File: src/etm_pkg.sv
/*
 * shared constants and types of the compare-output timer
 * assumes an 8-bit register port and a single system clock
 */
package etm_pkg;

    ////////////////////////////////////////////////////////////////////
    // register port carrier
    typedef struct packed {
        logic [3:0] addr;
        logic [7:0] wdata;
        logic wr;
        logic rd;
    } reg_req_s;

    ////////////////////////////////////////////////////////////////////
    // register offsets
    localparam logic [3:0] CNT_LO_OFS = 4'h0;
    localparam logic [3:0] CNT_HI_OFS = 4'h1;
    localparam logic [3:0] CMPA_LO_OFS = 4'h2;
    localparam logic [3:0] CMPA_HI_OFS = 4'h3;
    localparam logic [3:0] CMPB_LO_OFS = 4'h4;
    localparam logic [3:0] CMPB_HI_OFS = 4'h5;
    localparam logic [3:0] CTRL0_OFS = 4'h6;
    localparam logic [3:0] CTRL1_OFS = 4'h7;
    localparam logic [3:0] CTRL2_OFS = 4'h8;
    localparam logic [3:0] FLAG_OFS = 4'h9;

    ////////////////////////////////////////////////////////////////////
    // field positions
    localparam int ON_BIT = 3;
    localparam int PER_LSB = 0;
    localparam int MODE_LSB = 6;
    localparam int ACT_LSB = 4;
    localparam int INIT_BIT = 3;
    localparam int POL_BIT = 2;
    localparam int CCLR_BIT = 0;
    localparam int FLAG_A_BIT = 0;
    localparam int FLAG_B_BIT = 1;
    localparam int FLAG_P_BIT = 2;

    ////////////////////////////////////////////////////////////////////
    // reset values and codes
    localparam logic [7:0] BYTE_RST = 8'h00;
    localparam logic [1:0] HI_RST = 2'h0;
    localparam logic [9:0] CNT_RST = 10'h000;
    localparam logic [1:0] MODE_COMPARE = 2'h0;
    localparam logic [1:0] MODE_TIMER = 2'h3;
    localparam logic [1:0] ACT_NONE = 2'h0;
    localparam logic [1:0] ACT_LOW = 2'h1;
    localparam logic [1:0] ACT_HIGH = 2'h2;
    localparam logic [1:0] ACT_TOGGLE = 2'h3;

    ////////////////////////////////////////////////////////////////////
    // timer tick: system clock cycles per count
    localparam logic [7:0] TICK_DIV = 8'h04;

    // last count value before a period clear
    function automatic logic [9:0] period_top(input logic [2:0] per);
        period_top = {per, 7'h00} - 10'h001;
    endfunction

    // next pin level for a two-bit action code
    function automatic logic apply_action(input logic [1:0] act,
                                          input logic cur);
        unique case (act)
            ACT_NONE: apply_action = cur;
            ACT_LOW: apply_action = 1'b0;
            ACT_HIGH: apply_action = 1'b1;
            ACT_TOGGLE: apply_action = ~cur;
        endcase
    endfunction

endpackage

File: src/enhanced_timer.sv
/*
 * compare match output timer: counter, compare a/b, period p,
 * match flags and output pins, behind an 8-bit register port
 * assumes one clock, synchronous active-low reset, and a master
 * that never overlaps read and write strobes
 */
// The implementer's own choices: the register offsets and the address-and-strobe port.
// Behaviour
// - counter readable as low byte and two-bit high byte, read only
// - bits 7 to 2 of every high byte read as zero
// - compare value a is a writable ten-bit low byte plus two bits
// - compare value b is a writable ten-bit low byte plus two bits
// - four modes picked by mode fields in control one and two
// - all mode bits zero selects compare match output mode
// - clear select low: period match clears; period zero wraps
// - clear select low: a and period flags both raised
// - clear select high: compare a match clears the counter
// - clear select high: period flag is never raised
// - pins change on a or b matches and on timer start, never on period
// - in compare match output mode, action fields drive pins high, low or toggled on match
// - action field zero leaves the pin unchanged
// - pin a follows only a matches, b pins only b matches
// - timer on rising edge returns pins to initial level
// - initial level bit selects the level before any match
// - polarity bit inverts pins, except in timer counter mode
`timescale 1ns/100ps
module enhanced_timer (
    // clock and reset
    input wire logic clk,
    input wire logic rstn,
    // register port
    input etm_pkg::reg_req_s req,
    output logic [7:0] rdata,
    // compare output pins
    output logic output_pin_a,
    output logic output_pin_b0,
    output logic output_pin_b1,
    output logic output_pin_b2
);
    import etm_pkg::*;

    ////////////////////////////////////////////////////////////////////
    // registers
    logic [9:0] cnt_r;
    logic [9:0] compare_value_a;
    logic [9:0] compare_value_b;
    logic timer_on;
    logic [2:0] period_field;
    logic [1:0] mode_a;
    logic [1:0] mode_b;
    logic [1:0] action_a;
    logic [1:0] action_b;
    logic out_a_initial_level;
    logic out_a_polarity;
    logic out_b_initial_level;
    logic out_b_polarity;
    logic clear_source_sel;
    logic match_a_flag;
    logic match_b_flag;
    logic match_period_flag;
    logic on_d_r;
    logic [7:0] div_r;
    logic tick_r;
    logic st_a_r;
    logic st_b_r;
    logic [7:0] rdata_r;
    logic pin_a_r;
    logic pin_b0_r;
    logic pin_b1_r;
    logic pin_b2_r;

    ////////////////////////////////////////////////////////////////////
    // decode
    logic wr_cnt;
    logic wr_flag;
    logic cmp_mode;
    logic tc_mode;
    logic run_tick;
    logic on_rise;
    logic hit_a;
    logic hit_b;
    logic hit_p;
    logic clr_cnt;
    logic st_a_nxt;
    logic st_b_nxt;

    assign wr_cnt = req.wr;
    assign wr_flag = req.wr && (req.addr == FLAG_OFS);
    assign cmp_mode = (mode_a == MODE_COMPARE) &&
                      (mode_b == MODE_COMPARE);
    assign tc_mode = (mode_a == MODE_TIMER) && (mode_b == MODE_TIMER);
    assign run_tick = timer_on && tick_r;
    assign on_rise = timer_on && !on_d_r;
    assign hit_a = run_tick && (cnt_r == compare_value_a);
    assign hit_b = run_tick && (cnt_r == compare_value_b);
    // period top, zero period gives 1023 so the count wraps
    assign hit_p = run_tick && !clear_source_sel &&
                   (cnt_r == period_top(period_field));
    assign clr_cnt = clear_source_sel ? hit_a : hit_p;

    ////////////////////////////////////////////////////////////////////
    // tick divider
    always_ff @(posedge clk) begin
        if (!rstn) begin
            div_r <= BYTE_RST;
            tick_r <= 1'b0;
        end else if (div_r == TICK_DIV - 8'h01) begin
            div_r <= BYTE_RST;
            tick_r <= 1'b1;
        end else begin
            div_r <= div_r + 8'h01;
            tick_r <= 1'b0;
        end
    end

    ////////////////////////////////////////////////////////////////////
    // counter
    always_ff @(posedge clk) begin
        if (!rstn) begin
            cnt_r <= CNT_RST;
        end else if (run_tick) begin
            if (clr_cnt) begin
                cnt_r <= CNT_RST;
            end else begin
                cnt_r <= cnt_r + 10'h001;
            end
        end
    end

    ////////////////////////////////////////////////////////////////////
    // software registers
    always_ff @(posedge clk) begin
        if (!rstn) begin
            compare_value_a <= CNT_RST;
            compare_value_b <= CNT_RST;
        end else if (wr_cnt) begin
            unique case (req.addr)
                CMPA_LO_OFS: compare_value_a[7:0] <= req.wdata;
                CMPA_HI_OFS: compare_value_a[9:8] <= req.wdata[1:0];
                CMPB_LO_OFS: compare_value_b[7:0] <= req.wdata;
                CMPB_HI_OFS: compare_value_b[9:8] <= req.wdata[1:0];
                default: ;
            endcase
        end
    end

    always_ff @(posedge clk) begin
        if (!rstn) begin
            timer_on <= 1'b0;
            period_field <= 3'h0;
        end else if (wr_cnt && req.addr == CTRL0_OFS) begin
            timer_on <= req.wdata[ON_BIT];
            period_field <= req.wdata[PER_LSB +: 3];
        end
    end

    always_ff @(posedge clk) begin
        if (!rstn) begin
            mode_a <= HI_RST;
            action_a <= ACT_NONE;
            out_a_initial_level <= 1'b0;
            out_a_polarity <= 1'b0;
            clear_source_sel <= 1'b0;
        end else if (wr_cnt && req.addr == CTRL1_OFS) begin
            mode_a <= req.wdata[MODE_LSB +: 2];
            action_a <= req.wdata[ACT_LSB +: 2];
            out_a_initial_level <= req.wdata[INIT_BIT];
            out_a_polarity <= req.wdata[POL_BIT];
            clear_source_sel <= req.wdata[CCLR_BIT];
        end
    end

    always_ff @(posedge clk) begin
        if (!rstn) begin
            mode_b <= HI_RST;
            action_b <= ACT_NONE;
            out_b_initial_level <= 1'b0;
            out_b_polarity <= 1'b0;
        end else if (wr_cnt && req.addr == CTRL2_OFS) begin
            mode_b <= req.wdata[MODE_LSB +: 2];
            action_b <= req.wdata[ACT_LSB +: 2];
            out_b_initial_level <= req.wdata[INIT_BIT];
            out_b_polarity <= req.wdata[POL_BIT];
        end
    end

    ////////////////////////////////////////////////////////////////////
    // match flags, write one to clear, a new match wins
    always_ff @(posedge clk) begin
        if (!rstn) begin
            match_a_flag <= 1'b0;
            match_b_flag <= 1'b0;
            match_period_flag <= 1'b0;
        end else begin
            match_a_flag <= (cmp_mode || tc_mode) && hit_a ||
                            match_a_flag &&
                            !(wr_flag && req.wdata[FLAG_A_BIT]);
            match_b_flag <= (cmp_mode || tc_mode) && hit_b ||
                            match_b_flag &&
                            !(wr_flag && req.wdata[FLAG_B_BIT]);
            match_period_flag <= (cmp_mode || tc_mode) && hit_p ||
                                 match_period_flag &&
                                 !(wr_flag && req.wdata[FLAG_P_BIT]);
        end
    end

    ////////////////////////////////////////////////////////////////////
    // pin state, before polarity
    always_comb begin
        st_a_nxt = st_a_r;
        st_b_nxt = st_b_r;
        if (on_rise) begin
            st_a_nxt = out_a_initial_level;
            st_b_nxt = out_b_initial_level;
        end else if (cmp_mode) begin
            if (hit_a) begin
                st_a_nxt = apply_action(action_a, st_a_r);
            end
            if (hit_b) begin
                st_b_nxt = apply_action(action_b, st_b_r);
            end
        end
    end

    always_ff @(posedge clk) begin
        if (!rstn) begin
            on_d_r <= 1'b0;
            st_a_r <= 1'b0;
            st_b_r <= 1'b0;
        end else begin
            on_d_r <= timer_on;
            st_a_r <= st_a_nxt;
            st_b_r <= st_b_nxt;
        end
    end

    always_ff @(posedge clk) begin
        if (!rstn) begin
            pin_a_r <= 1'b0;
            pin_b0_r <= 1'b0;
            pin_b1_r <= 1'b0;
            pin_b2_r <= 1'b0;
        end else begin
            pin_a_r <= st_a_nxt ^ (out_a_polarity && !tc_mode);
            pin_b0_r <= st_b_nxt ^ (out_b_polarity && !tc_mode);
            pin_b1_r <= st_b_nxt ^ (out_b_polarity && !tc_mode);
            pin_b2_r <= st_b_nxt ^ (out_b_polarity && !tc_mode);
        end
    end

    ////////////////////////////////////////////////////////////////////
    // read port, data in the cycle after the strobe
    always_ff @(posedge clk) begin
        if (!rstn) begin
            rdata_r <= BYTE_RST;
        end else if (req.rd) begin
            unique case (req.addr)
                CNT_LO_OFS: rdata_r <= cnt_r[7:0];
                CNT_HI_OFS: rdata_r <= {6'h00, cnt_r[9:8]};
                CMPA_LO_OFS: rdata_r <= compare_value_a[7:0];
                CMPA_HI_OFS: rdata_r <= {6'h00, compare_value_a[9:8]};
                CMPB_LO_OFS: rdata_r <= compare_value_b[7:0];
                CMPB_HI_OFS: rdata_r <= {6'h00, compare_value_b[9:8]};
                CTRL0_OFS: rdata_r <= {4'h0, timer_on, period_field};
                CTRL1_OFS: rdata_r <= {mode_a, action_a, out_a_initial_level,
                                       out_a_polarity, 1'b0, clear_source_sel};
                CTRL2_OFS: rdata_r <= {mode_b, action_b, out_b_initial_level,
                                       out_b_polarity, 2'h0};
                FLAG_OFS: rdata_r <= {5'h00, match_period_flag, match_b_flag,
                                      match_a_flag};
                default: rdata_r <= BYTE_RST;
            endcase
        end else begin
            rdata_r <= BYTE_RST;
        end
    end

    assign rdata = rdata_r;
    assign output_pin_a = pin_a_r;
    assign output_pin_b0 = pin_b0_r;
    assign output_pin_b1 = pin_b1_r;
    assign output_pin_b2 = pin_b2_r;
endmodule

File: config.mk
export PLATFORM = sky130hd
export DESIGN_NAME = enhanced_timer
export DESIGN_NICKNAME = d
export VERILOG_FILES = /design/src/etm_pkg.sv /design/src/enhanced_timer.sv
export SDC_FILE = /design/constraint.sdc
export NUM_CORES = 1
export LEC_CHECK = 0
export BUFFER_PORTS_ARGS = -buffer_cell sky130_fd_sc_hd__buf_2
export CAP_MARGIN = 20
export CORE_MARGIN = 3
export CORE_UTILIZATION = 56
export CTS_BUF_LIST = sky130_fd_sc_hd__clkbuf_2
export CTS_CLUSTER_SIZE = 20
export DETAILED_ROUTE_END_ITERATION = 7
export GPL_ROUTABILITY_DRIVEN = 1
export PLACE_DENSITY = 0.75
export SLEW_MARGIN = 30
export SYNTH_ARGS = -nofsm -noshare
export SYNTH_HDL_FRONTEND = slang
export SYNTH_SLANG_ARGS = --single-unit
File: constraint.sdc
create_clock -name clk -period 1.9 [get_ports clk]
set_clock_uncertainty 0.1 [all_clocks]
set_input_delay 0.19 -clock clk [delete_from_list [all_inputs] [get_ports clk]]
set_output_delay 0.19 -clock clk [all_outputs]
set_load 0.01 [all_outputs]
==> run_results.csv <==
group,metric,value,unit
synthesis,synth_top_flop_cell,"dfxtp_1",
clock_tree,clkLatencyLatePin,0.53,ns
synthesis,synth_top_family_by_area,"simple AND/OR/NAND/NOR gates",
sta,worst_pin_slew,0.587,ns
worst_setup_path,required,2.28,ns
floorplanning,start_util,0.595,
layout,final_net_count,516,
synthesis,synthSimpleGateAreaFrac,0.236,
synthesis,synthTopCellsByArea,"dfxtp_1 40%, mux2i_1 12%, nor2_1 8.1%",
detailed_routing,vias_per_cell,5.86,
synthesis,yosysUniqueCellTypes,48,
worst_setup_path,worstPathArrival,2.31,ns
clock_tree,htreeDepth,3,
power_and_ir_drop,p_int,2.19,mW
layout,layout_common_cells,"69 x nor2_1, 62 x dfxtp_1, 48 x buf_4",
worst_hold_path,hp-class,"in2reg",
power_and_ir_drop,leakage,1.88,nW
worst_hold_path,holdPathStages,5,
floorplanning,io_pins,28,
detailed_routing,drt.antenna.violating_nets,0,
sta,rsz0062_at_grt,"yes",
detailed_routing,routed_wl,9860,um
synthesis,synth_edf_count,0,
synthesis,async_reset_ff_frac,0,
placement,gp_congestion,0.970,
detailed_routing,drt_iter0_drc,410,
power_and_ir_drop,pwr-share-seq,0.533,
synthesis,syn_area_per_cell,8.60,um^2
floorplanning,die-area,7480,um^2
layout,drive_gt1_frac,0.275,
worst_setup_path,worst_r2r_endpoint,"output_pin_a",
run_status,status,"finished with violations",
detailed_routing,drc_errors,0,
global_route,grt_max_degree,26,
clock_tree,cts_buffer_depth,2,
worst_hold_path,whs_endpoint,"match_period_flag",
clock_tree,clkSlewWorstSetupHoldPaths,0.21,ns
floorplanning,die_height,86.5,um
power_and_ir_drop,vdd_ir_drop_max,511,uV
global_route,first_global_vias,3282,
synthesis,synth_compound_area_frac,0.0876,
placement,port_buffers,27,
worst_setup_path,cp-end-kind,"flip-flop",
synthesis,ys_warn_count,0,
sta,relSlewSlack,0.608,
sta,finalHoldViolCount,0,
global_route,track_usage,0.278,
layout,diodes,0,
synthesis,netlist.area_leader.share,0.397,
detailed_routing,drtPass1Iterations,5,
run,drv_cap,0,
clock_tree,root_buffer,"clkbuf_2",
sta,finalCritPeriodShare,1.01,
power_and_ir_drop,pwr-share-comb,0.089,
layout,syn_to_final_growth,25.2,%
floorplanning,fp-row-count,28,
layout,final_common_cell,"nor2_1",
clock_tree,clock_sinks,72,
power_and_ir_drop,p_sw,0.715,mW
sta,fmax,519,MHz
clock_tree,numCtsBuffers,9,
synthesis,synthCells,422,
power_and_ir_drop,pwr-share-clk,0.378,
sta,setup_viol,4,
synthesis,yosysSeqAreaShare,0.397,
global_route,antenna_found_initial,0,
layout,n_fill_cell,467,
worst_setup_path,timing.rr.start,"compare_value_a[8]",
power_and_ir_drop,p_per_area,641,nW/um^2
worst_setup_path,crit_path_max_fanout,3,
run_status,violations,"setup timing",
synthesis,synth_adder_area_share,0.0103,
synthesis,ys_ff_latch,72,
sta,setup_ws,-0.0285,ns
placement,dp_slack,-0.189,ns
synthesis,syn_nets,441,
worst_setup_path,rrSetupSlack,-0.03,ns
global_route,grt_pass1_wl,15900,um
clock_tree,cts_tree,"built",
worst_setup_path,path_cells,"xor2_1, nor4_2, nand2_1, o31a_1, or4_1, nand3_1",
sta,fin_crit,1.93,ns
sta,drv_slew,0,
worst_setup_path,critical_path.max_stage_delay,0.40,ns
worst_setup_path,crit_slowest_cell,"dfxtp_2",
worst_hold_path,min-delay-start,"req[11]",
power_and_ir_drop,sw_frac_of_total,0.246,
synthesis,synth-xor-area-share,0.0941,
synthesis,yosysTopAreaCell,"dfxtp_1",
floorplanning,chipWidth,86.5,um
worst_setup_path,reg2regPathDepth,6,
synthesis,synthMuxAreaShare,0.128,
sta,holdWs,0.0796,ns
worst_setup_path,critPathKind,"reg2reg",
placement,dp_hpwl,7180,um
detailed_routing,wire_per_inst,17.1,um
power_and_ir_drop,finalPower,2.91,mW
worst_setup_path,startpoint_type,"flip-flop",
floorplanning,core_area,6100,um^2
synthesis,syn_area,3630,um^2
detailed_routing,via_count,3373,
global_route,overflow,0,
layout,final_core_util,0.745,
-- worst max-delay path: cells and delay by family (launching register included) --
kind            cells  cell delay (ns)
compound gates      1             0.28
xor+xnor            1             0.18
flops               1             0.40
simple gates        4             0.91
-- Yosys cell counts, drive strengths merged, types with 2 or more instances --
master,number
nor2,79
dfxtp,72
mux2i,43
nand2,36
xor2,22
clkbuf,17
xnor2,17
nand3,16
a21oi,13
o21ai,12
buf,9
nand4,8
and3,7
nor2b,7
a22oi,6
inv,6
nor3,6
nor4,5
or4,5
a22o,4
and2,3
ha,3
mux2,3
a221oi,2
a41oi,2
nand2b,2
nand3b,2
o311ai,2
o32a,2
or3,2
-- per-layer routing --
layer | GRT usage | vias to the layer above | routed length, um
met4 | 0.112 | 0 | 194
met5 | 0 | - | 0
met1 | 0.354 | 1591 | 4190
met3 | 0.0713 | 18 | 752
li1 | - | 1615 | -
met2 | 0.451 | 149 | 4720
-- power by group through the flow --
| stage | sequential [mW] | combinational [mW] | clock (mW) |
|---|---|---|---|
| finish | 1.55 | 0.258 | 1.10 |
| floorplan | 1.58 | 0.137 | 0 |
| detailed placement | 1.58 | 0.221 | 0 |
| global route | 1.55 | 0.280 | 1.18 |
| global placement | 1.58 | 0.216 | 0 |
| CTS | 1.55 | 0.246 | 1.12 |
-- final cells by class --
| cell class | instances | area (um^2) | area share |
|---|---|---|---|
| well taps | 75 | 93.8 | 0.0207 |
| multi-input cells | 319 | 2170 | 0.477 |
| repair buffers | 89 | 647 | 0.142 |
| clock inverters | 6 | 109 | 0.0240 |
| inverters | 6 | 22.5 | 0.00496 |
| clock buffers | 9 | 45.0 | 0.00992 |
| flip-flops and latches | 72 | 1460 | 0.321 |
-- what timing repair did --
action / in CTS / in global routing
pin swaps: 6 / 21
resized for setup: 18 / 26
endpoints found under the setup margin: 15 / 16
hold buffers: 12 / 0
hold endpoints to repair: 49 / 0
setup buffers: 1 / 0
cloned: 1 / 0
-- flip-flops by register name (all words and copies together), names as in the netlist, 2 cells and up --
| signal | flops |
|---|---|
| cnt_r | 10 |
| compare_value_a | 10 |
| compare_value_b | 10 |
| div_r | 8 |
| rdata | 8 |
| period_field | 3 |
| action_a | 2 |
| action_b | 2 |
| mode_a | 2 |
| mode_b | 2 |
-- worst max-delay path by stage --
| stage | cells past startpoint | endpoint | from |
|---|---|---|---|
| after global placement | 8 | cnt_r[5] | period_field[1] |
| after detailed placement | 8 | cnt_r[2] | period_field[1] |
| after CTS | 6 | st_b_r | cnt_r[4] |
| after floorplan | 9 | cnt_r[3] | period_field[0] |
| final | 6 | output_pin_a | compare_value_a[8] |
| after global routing | 6 | output_pin_b2 | cnt_r[4] |
-- logic make-up after synthesis --
group           Yosys count
xor+xnor                 39
fa+ha+maj                 3
simple gates            182
compound gates           48
flops                    72
mux                      46
buf+inv                  32
-- metrics by stage --
step           std cells  TNS [ns]  instance area, um^2
6_report             576   -0.0841                 4540
5_1_grt              576     -1.45                 4540
4_1_cts              576   -0.0195                 4440
3_5_place_dp         548     -2.08                 4110
3_3_place_gp         548    -0.852                 4110
2_1_floorplan        422         0                 3640
Power figures use the tool's default switching activity.
